## src/design/ucrm_pkg.sv

```systemverilog
package ucrm_pkg;

    // ****************************************************************
    // register addresses
    // ****************************************************************
    localparam logic [3:0] ADDR_HOLDING    = 4'h0;
    localparam logic [3:0] ADDR_INT_ENABLE = 4'h1;
    localparam logic [3:0] ADDR_INT_STATUS = 4'h2;
    localparam logic [3:0] ADDR_LINE_CTRL  = 4'h3;
    localparam logic [3:0] ADDR_MODEM_CTRL = 4'h4;
    localparam logic [3:0] ADDR_LINE_STAT  = 4'h5;
    localparam logic [3:0] ADDR_MODEM_STAT = 4'h6;
    localparam logic [3:0] ADDR_SCRATCH    = 4'h7;
    localparam logic [3:0] ADDR_FEATURE    = 4'h8;
    localparam logic [3:0] ADDR_ENHANCED   = 4'h9;
    localparam logic [3:0] ADDR_FLOW_STAT  = 4'hC;
    localparam logic [3:0] ADDR_STOP_TWO   = 4'hD;
    localparam logic [3:0] ADDR_RESUME_ONE = 4'hE;
    localparam logic [3:0] ADDR_RESUME_TWO = 4'hF;

    // ****************************************************************
    // field positions and masks
    // ****************************************************************
    localparam int         LCR_DIV_BIT    = 7;
    localparam int         EFR_UNLOCK_BIT = 4;
    localparam int         MCR_LOOP_BIT   = 4;
    localparam int         MCR_OUT1_BIT   = 2;
    localparam int         MCR_OUT2_BIT   = 3;
    localparam logic [7:0] IER_EXT_MASK   = 8'hE0;
    localparam logic [7:0] IER_BASE_MASK  = 8'h0F;
    localparam logic [7:0] ISR_EXT_MASK   = 8'h30;
    localparam logic [7:0] FCR_EXT_MASK   = 8'h30;
    localparam logic [7:0] MCR_EXT_MASK   = 8'hEC;
    localparam logic [7:0] MCR_BASE_MASK  = 8'h13;
    localparam logic [7:0] FRAC_MASK      = 8'h0F;
    localparam logic [7:0] FEATURE_CONTROL_MASK      = 8'h30;
    localparam logic [3:0] FLOW_ZERO      = 4'h0;

    // ****************************************************************
    // reset values
    // ****************************************************************
    localparam logic [7:0] RST_BYTE = 8'h00;
    localparam logic [7:0] RST_LCR  = 8'h00;

    // ****************************************************************
    // host bus request
    // ****************************************************************
    typedef struct packed {
        logic       rd;
        logic       wr;
        logic [3:0] addr;
        logic [7:0] wdata;
    } ucrm_req_s;

    // ****************************************************************
    // configuration presented to the channel core
    // ****************************************************************
    typedef struct packed {
        logic [7:0] int_enable;
        logic [7:0] queue_control;
        logic [7:0] modem_control;
        logic [7:0] turnaround;
        logic [7:0] line_control;
    } ucrm_cfg_s;

endpackage

```

## src/design/ucrm_regs.sv

```systemverilog
`timescale 1ns/1ps
module ucrm_regs (
    // clock and reset
    input  wire logic              ref_clk,
    input  wire logic              nrst,
    input  wire logic              clk_en,
    // host bus
    input  wire ucrm_pkg::ucrm_req_s host_req,
    output logic [7:0]             host_rdata_ff,
    // channel core status
    input  wire logic [7:0]        rx_data,
    input  wire logic [7:0]        line_stat_in,
    input  wire logic [3:0]        isr_source,
    input  wire logic [1:0]        isr_ext_in,
    input  wire logic [7:0]        modem_stat_in,
    input  wire logic [3:0]        flow_event,
    // configuration and data out
    output ucrm_pkg::ucrm_cfg_s    cfg_ff,
    output logic [7:0]             tx_data_ff,
    output logic                   tx_push_ff,
    output logic [19:0]            divisor_ff,
    output logic [7:0]             feature_ff,
    output logic [7:0]             efr_ff,
    output logic [31:0]            flow_chars_ff,
    output logic [1:0]             loop_outputs_ff,
    // interrupt clear pulses
    output logic                   clr_line_int_ff,
    output logic                   clr_modem_int_ff,
    output logic                   clr_timeout_int_ff
);

    // ****************************************************************
    // decode
    // ****************************************************************
    logic       div_sel;
    logic       unlock;
    logic       wr;
    logic       rd;
    logic [3:0] a;
    logic [7:0] d;
    logic [7:0] scratch_ff;
    logic [3:0] flow_ff;
    logic [7:0] ier_mask;
    logic [7:0] mcr_mask;
    logic [7:0] rdata;

    assign div_sel  = cfg_ff.line_control[ucrm_pkg::LCR_DIV_BIT];
    assign unlock   = efr_ff[ucrm_pkg::EFR_UNLOCK_BIT];
    assign wr       = host_req.wr & clk_en;
    assign rd       = host_req.rd & clk_en;
    assign a        = host_req.addr;
    assign d        = host_req.wdata;
    assign ier_mask = unlock ? (ucrm_pkg::IER_EXT_MASK |
                                ucrm_pkg::IER_BASE_MASK)
                             : ucrm_pkg::IER_BASE_MASK;
    assign mcr_mask = unlock ? (ucrm_pkg::MCR_EXT_MASK |
                                ucrm_pkg::MCR_BASE_MASK)
                             : ucrm_pkg::MCR_BASE_MASK;

    // ****************************************************************
    // writable registers
    // ****************************************************************
    always_ff @(posedge ref_clk) begin
        if (!nrst) begin
            cfg_ff        <= '0;
            divisor_ff    <= '0;
            feature_ff    <= ucrm_pkg::RST_BYTE;
            efr_ff        <= ucrm_pkg::RST_BYTE;
            scratch_ff    <= ucrm_pkg::RST_BYTE;
            flow_chars_ff <= '0;
            tx_data_ff    <= ucrm_pkg::RST_BYTE;
            tx_push_ff    <= 1'b0;
        end else if (clk_en) begin
            tx_push_ff <= 1'b0;
            if (wr) begin
                unique case (a)
                    ucrm_pkg::ADDR_HOLDING: begin
                        if (div_sel) begin
                            divisor_ff[7:0] <= d;
                        end else begin
                            tx_data_ff <= d;
                            tx_push_ff <= 1'b1;
                        end
                    end
                    ucrm_pkg::ADDR_INT_ENABLE: begin
                        if (div_sel) begin
                            divisor_ff[15:8] <= d;
                        end else begin
                            cfg_ff.int_enable <= d & ier_mask;
                        end
                    end
                    ucrm_pkg::ADDR_INT_STATUS: begin
                        if (div_sel) begin
                            divisor_ff[19:16] <= d[3:0];
                        end else if (unlock) begin
                            cfg_ff.queue_control <= d;
                        end else begin
                            cfg_ff.queue_control <= d &
                                ~ucrm_pkg::FCR_EXT_MASK;
                        end
                    end
                    ucrm_pkg::ADDR_LINE_CTRL:
                        cfg_ff.line_control <= d;
                    ucrm_pkg::ADDR_MODEM_CTRL:
                        cfg_ff.modem_control <= d & mcr_mask;
                    ucrm_pkg::ADDR_MODEM_STAT: begin
                        if (unlock) begin
                            cfg_ff.turnaround <= d;
                        end
                    end
                    ucrm_pkg::ADDR_SCRATCH:   scratch_ff <= d;
                    ucrm_pkg::ADDR_FEATURE:
                        feature_ff <= d & ucrm_pkg::FEATURE_CONTROL_MASK;
                    ucrm_pkg::ADDR_ENHANCED: begin
                        efr_ff <= d;
                        if (!d[ucrm_pkg::EFR_UNLOCK_BIT]) begin
                            cfg_ff.int_enable <= cfg_ff.int_enable &
                                ~ucrm_pkg::IER_EXT_MASK;
                            cfg_ff.queue_control <= cfg_ff.queue_control &
                                ~ucrm_pkg::FCR_EXT_MASK;
                            cfg_ff.modem_control <= cfg_ff.modem_control &
                                ~ucrm_pkg::MCR_EXT_MASK;
                            cfg_ff.turnaround <= ucrm_pkg::RST_BYTE;
                        end
                    end
                    ucrm_pkg::ADDR_FLOW_STAT: flow_chars_ff[7:0] <= d;
                    ucrm_pkg::ADDR_STOP_TWO:  flow_chars_ff[15:8] <= d;
                    ucrm_pkg::ADDR_RESUME_ONE:
                        flow_chars_ff[23:16] <= d;
                    ucrm_pkg::ADDR_RESUME_TWO:
                        flow_chars_ff[31:24] <= d;
                    default: ;
                endcase
            end
        end
    end

    // ****************************************************************
    // general outputs: stored, looped back only, no pins
    // ****************************************************************
    always_ff @(posedge ref_clk) begin
        if (!nrst) begin
            loop_outputs_ff <= 2'b00;
        end else if (clk_en) begin
            loop_outputs_ff <= cfg_ff.modem_control[ucrm_pkg::MCR_LOOP_BIT] ?
                {cfg_ff.modem_control[ucrm_pkg::MCR_OUT2_BIT],
                 cfg_ff.modem_control[ucrm_pkg::MCR_OUT1_BIT]}
                : 2'b00;
        end
    end

    // ****************************************************************
    // flow-character status, set wins over read clear
    // ****************************************************************
    logic flow_rd;
    assign flow_rd = rd & (a == ucrm_pkg::ADDR_FLOW_STAT);

    always_ff @(posedge ref_clk) begin
        if (!nrst) begin
            flow_ff <= ucrm_pkg::FLOW_ZERO;
        end else if (clk_en) begin
            flow_ff <= (flow_rd ? ucrm_pkg::FLOW_ZERO : flow_ff)
                       | flow_event;
        end
    end

    // ****************************************************************
    // read mux
    // ****************************************************************
    always_comb begin
        rdata = ucrm_pkg::RST_BYTE;
        unique case (a)
            ucrm_pkg::ADDR_HOLDING:
                rdata = div_sel ? divisor_ff[7:0] : rx_data;
            ucrm_pkg::ADDR_INT_ENABLE:
                rdata = div_sel ? divisor_ff[15:8] : cfg_ff.int_enable;
            ucrm_pkg::ADDR_INT_STATUS: begin
                if (div_sel) begin
                    rdata = {4'h0, divisor_ff[19:16]};
                end else begin
                    rdata = {{2{cfg_ff.queue_control[0]}},
                             unlock ? isr_ext_in : 2'b00,
                             isr_source};
                end
            end
            ucrm_pkg::ADDR_LINE_CTRL:  rdata = cfg_ff.line_control;
            ucrm_pkg::ADDR_MODEM_CTRL: rdata = cfg_ff.modem_control;
            ucrm_pkg::ADDR_LINE_STAT:  rdata = line_stat_in;
            ucrm_pkg::ADDR_MODEM_STAT: rdata = modem_stat_in;
            ucrm_pkg::ADDR_SCRATCH:    rdata = scratch_ff;
            ucrm_pkg::ADDR_FEATURE:    rdata = feature_ff;
            ucrm_pkg::ADDR_ENHANCED:   rdata = efr_ff;
            ucrm_pkg::ADDR_FLOW_STAT:  rdata = {4'h0, flow_ff};
            default:                   rdata = ucrm_pkg::RST_BYTE;
        endcase
    end

    // ****************************************************************
    // read data and interrupt clear pulses
    // ****************************************************************
    always_ff @(posedge ref_clk) begin
        if (!nrst) begin
            host_rdata_ff      <= ucrm_pkg::RST_BYTE;
            clr_line_int_ff    <= 1'b0;
            clr_modem_int_ff   <= 1'b0;
            clr_timeout_int_ff <= 1'b0;
        end else if (clk_en) begin
            if (rd) begin
                host_rdata_ff <= rdata;
            end
            clr_line_int_ff    <= rd &
                                  (a == ucrm_pkg::ADDR_LINE_STAT);
            clr_modem_int_ff   <= rd &
                                  (a == ucrm_pkg::ADDR_MODEM_STAT);
            clr_timeout_int_ff <= rd & !div_sel &
                                  (a == ucrm_pkg::ADDR_HOLDING);
        end
    end
endmodule

```

## config.mk

```make
export PLATFORM = sky130hd
export DESIGN_NAME = ucrm_regs
export DESIGN_NICKNAME = d
export VERILOG_FILES = /design/src/design/ucrm_pkg.sv /design/src/design/ucrm_regs.sv
export SDC_FILE = /design/constraint.sdc
export NUM_CORES = 1
export LEC_CHECK = 0
export BUFFER_PORTS_ARGS = -buffer_cell sky130_fd_sc_hd__buf_2
export CORE_UTILIZATION = 35
export CTS_CLUSTER_SIZE = 24
export DETAILED_ROUTE_END_ITERATION = 7
export GPL_ROUTABILITY_DRIVEN = 0
export PLACE_DENSITY_LB_ADDON = 0.08
export SYNTH_ARGS = -nofsm -noshare
export SYNTH_HDL_FRONTEND = slang
export SYNTH_SLANG_ARGS = --single-unit
```

## constraint.sdc

```tcl
create_clock -name ref_clk -period 3 [get_ports ref_clk]
set_input_delay 0 -clock ref_clk [delete_from_list [all_inputs] [get_ports ref_clk]]
set_output_delay 0 -clock ref_clk [all_outputs]
set_load 0.05 [all_outputs]
```

==> results.json <==
{
  "status": "finished, final reports clean",
  "cts_tree": "built",
  "critPathRequiredTime_ns": 3.30,
  "chipWidth_um": 136,
  "end_kind": "flop",
  "ys.flop_type": "dfxtp_1",
  "place_ws_ns": 0.845,
  "worstRegToRegCells": 6,
  "first_pass_iters": 5,
  "fillers": 1756,
  "seq_area_mm2": 0.00270,
  "synth.area.top_cells": "dfxtp_1 43%, mux2i_1 15%, nor2b_1 9.0%",
  "wl_met2_mm": 10.2,
  "p_per_area_mw_per_mm2": 521,
  "cts.sinks": 135,
  "syn_to_final_growth_pct": 25.3,
  "crit_type": "flop to flop",
  "power_mw": 4.13,
  "synth-seq-cells": 135,
  "core_mm2": 0.0175,
  "synth_cells": 686,
  "min_from": "modem_stat_in[5]",
  "grt_usage": 0.244,
  "rows": 48,
  "synth_top_cell_area_share": 0.427,
  "finalCritPeriodShare": 0.816,
  "path_max_fanout": 15,
  "yosysUniqueCellTypes": 56,
  "netlist.top_cell.by_area": "dfxtp_1",
  "final_cell_mix": "173 x buf_2, 135 x dfxtp_1, 94 x mux2i_1, 91 x nor2b_1, 53 x nand2_1",
  "max_freq_mhz": 409,
  "worst_pin_slew_ns": 1.04,
  "die_y_um": 136,
  "drive_above_1_share": 0.272,
  "fin_ws_ns": 0.553,
  "clock_path_buffers": 2,
  "r2r-end": "host_rdata_ff[4]$_SDFFE_PN0P_",
  "period_needed_ns": 2.45,
  "final_cells": 1079,
  "ys_async_sr_fraction": 0,
  "die-area_mm2": 0.0186,
  "syn-cell-area_mm2": 0.00633,
  "min_path_cells": 4,
  "maxCapViolCount": 0,
  "worst_hold_slack_ns": 0.0146,
  "dp_cells": 1040,
  "final_nets": 892,
  "reg2reg_from": "cfg_ff[7]$_SDFFE_PN0P_",
  "cts_root_buffer": "clkbuf_16",
  "rsz0062_at_grt": "no",
  "final_area_mm2": 0.00793,
  "multi_input_area_mm2": 0.00336,
  "ys.warnings.count": 0,
  "timing.final.hold_violations": 0,
  "grt_overflow_total": 0,
  "yosysSeqAreaShare": 0.427,
  "synth_area_per_cell_um2": 9.22,
  "grt_pass1_wl_mm": 33.1,
  "highest_layer": "met4",
  "drt_wl_total_mm": 22.2,
  "clk_pin_slew_ns": 0.06,
  "drc": 0,
  "synth-edff-count": 0,
  "wirelength_met1_mm": 9.89,
  "start_util": 0.362,
  "final.setup_skew_ns": 0.00798,
  "ios": 181,
  "clk_latency_ns": 0.42,
  "dpl.hpwl_mm": 15.5,
  "portBuffers": 173,
  "peakVddDrop_v": 0.000385,
  "vias": 5688,
  "layout_commonest_cell": "buf_2",
  "ant_nets": 0,
  "final_core_util": 0.453,
  "leakagePower_nw": 3.12,
  "grt_pass1_vias": 5459,
  "drv_slew": 0,
  "post_drt_wl_per_cell_um": 20.6,
  "htree_levels": 4,
  "drtIter0Drc": 359,
  "hold_path.class": "input pin to flop",
  "avgViaCountPerCell": 5.27,
  "postCtsResizedCells": 0,
  "setup_tns_ns": 0,
  "numCtsBuffers": 17,
  "setup_viol": 0,
  "grt_max_degree": 62,
  "placed_cell_area_mm2": 0.00731,
  "min_to": "host_rdata_ff[5]$_SDFFE_PN0P_",
  "insertedDiodeCount": 0,
  "route.met3.wl_mm": 1.44,
  "arrival_ns": 2.75,
  "max_slew_margin": 0.309,
  "reg2reg_slack_ns": 0.55,
  "start_kind": "flop",
  "antenna_found_initial": 0
}
-- worst max-delay path, stage by stage, from the launching register on --
cell	delay, ns
dfxtp_1	0.76
buf_4	0.28
mux2i_1	0.23
o22ai_1	0.13
a311oi_1	0.27
a31oi_1	0.11
dlygate4sd3_1	0.55
-- worst max-delay path by stage --
stage	cells past startpoint	slack [ns]	endpoint	start
after floorplan	5	1.02	host_rdata_ff[7]$_SDFFE_PN0P_	cfg_ff[7]$_SDFFE_PN0P_
after global placement	6	0.93	cfg_ff[12]$_SDFFE_PN0P_	host_req[10]
after detailed placement	6	0.85	cfg_ff[12]$_SDFFE_PN0P_	host_req[10]
after CTS	6	0.55	host_rdata_ff[4]$_SDFFE_PN0P_	cfg_ff[7]$_SDFFE_PN0P_
after global routing	6	0.43	host_rdata_ff[4]$_SDFFE_PN0P_	cfg_ff[7]$_SDFFE_PN0P_
final	6	0.55	host_rdata_ff[4]$_SDFFE_PN0P_	cfg_ff[7]$_SDFFE_PN0P_
-- layer usage --
metal / GRT usage / vias up
met5: 0 / -
met4: 0.108 / 0
met3: 0.0507 / 41
met2: 0.388 / 243
met1: 0.316 / 2707
li1: - / 2697
-- Yosys cell counts, types with 2 or more instances --
cell type  count
o21ai_0       40
or2_2          2
mux2i_1       94
nor3_4         2
nor2b_1       91
nor4_1         3
buf_1          3
mux2_2         4
nor3_1         9
inv_1          4
nor3b_1        3
and2_1        11
nand2b_1      11
buf_2         15
a31oi_1        2
a22oi_1       22
o21ai_1        2
or3_1          2
nand2_1       53
nor2_1        16
buf_4          8
o22ai_1        8
clkbuf_1      36
a21boi_0      42
nand4_1        2
and3_1         4
a21oi_1        9
nor2_2         4
nand3_1       19
dfxtp_1      135
o32ai_1        5
-- power by group --
group          switching (mW)  total, mW  leakage [nW]  internal, mW
sequential            0.00952       1.82          1.09          1.81
clock                   0.787       1.96         0.270          1.18
combinational           0.238      0.347          1.76         0.109
-- state kept, by name, summed over array words and instances, names as in the netlist --
signal	count
host_rdata_ff	8
feature_ff	2
clr_timeout_int_ff	1
flow_ff	4
tx_push_ff	1
tx_data_ff	8
loop_outputs_ff	2
cfg_ff	39
clr_modem_int_ff	1
flow_chars_ff	32
divisor_ff	20
clr_line_int_ff	1
scratch_ff	8
efr_ff	8
-- area by class of cell --
type / instances / share of cell area
clock buffers: 23 / 0.0590
clock inverters: 9 / 0.00963
inverters: 4 / 0.00189
multi-input cells: 491 / 0.423
flip-flops and latches: 135 / 0.341
well taps: 225 / 0.0355
repair buffers: 192 / 0.129
-- cells by family (layout without fill, tap and decap cells) --
logic type / after synthesis / in the layout / share of synthesized area
simple gates: 241 / 241 / 0.216
other cells: 1 / 7 / 0.000593
buf+inv: 66 / 228 / 0.0469
mux: 98 / 98 / 0.156
compound gates: 145 / 145 / 0.154
flops: 135 / 135 / 0.427
-- timing repair --
action                    CTS  global route
setup buffers               0             0
hold buffers                7             0
hold endpoints to repair    6             0
No activity file was read; power rests on OpenSTA's default activity.
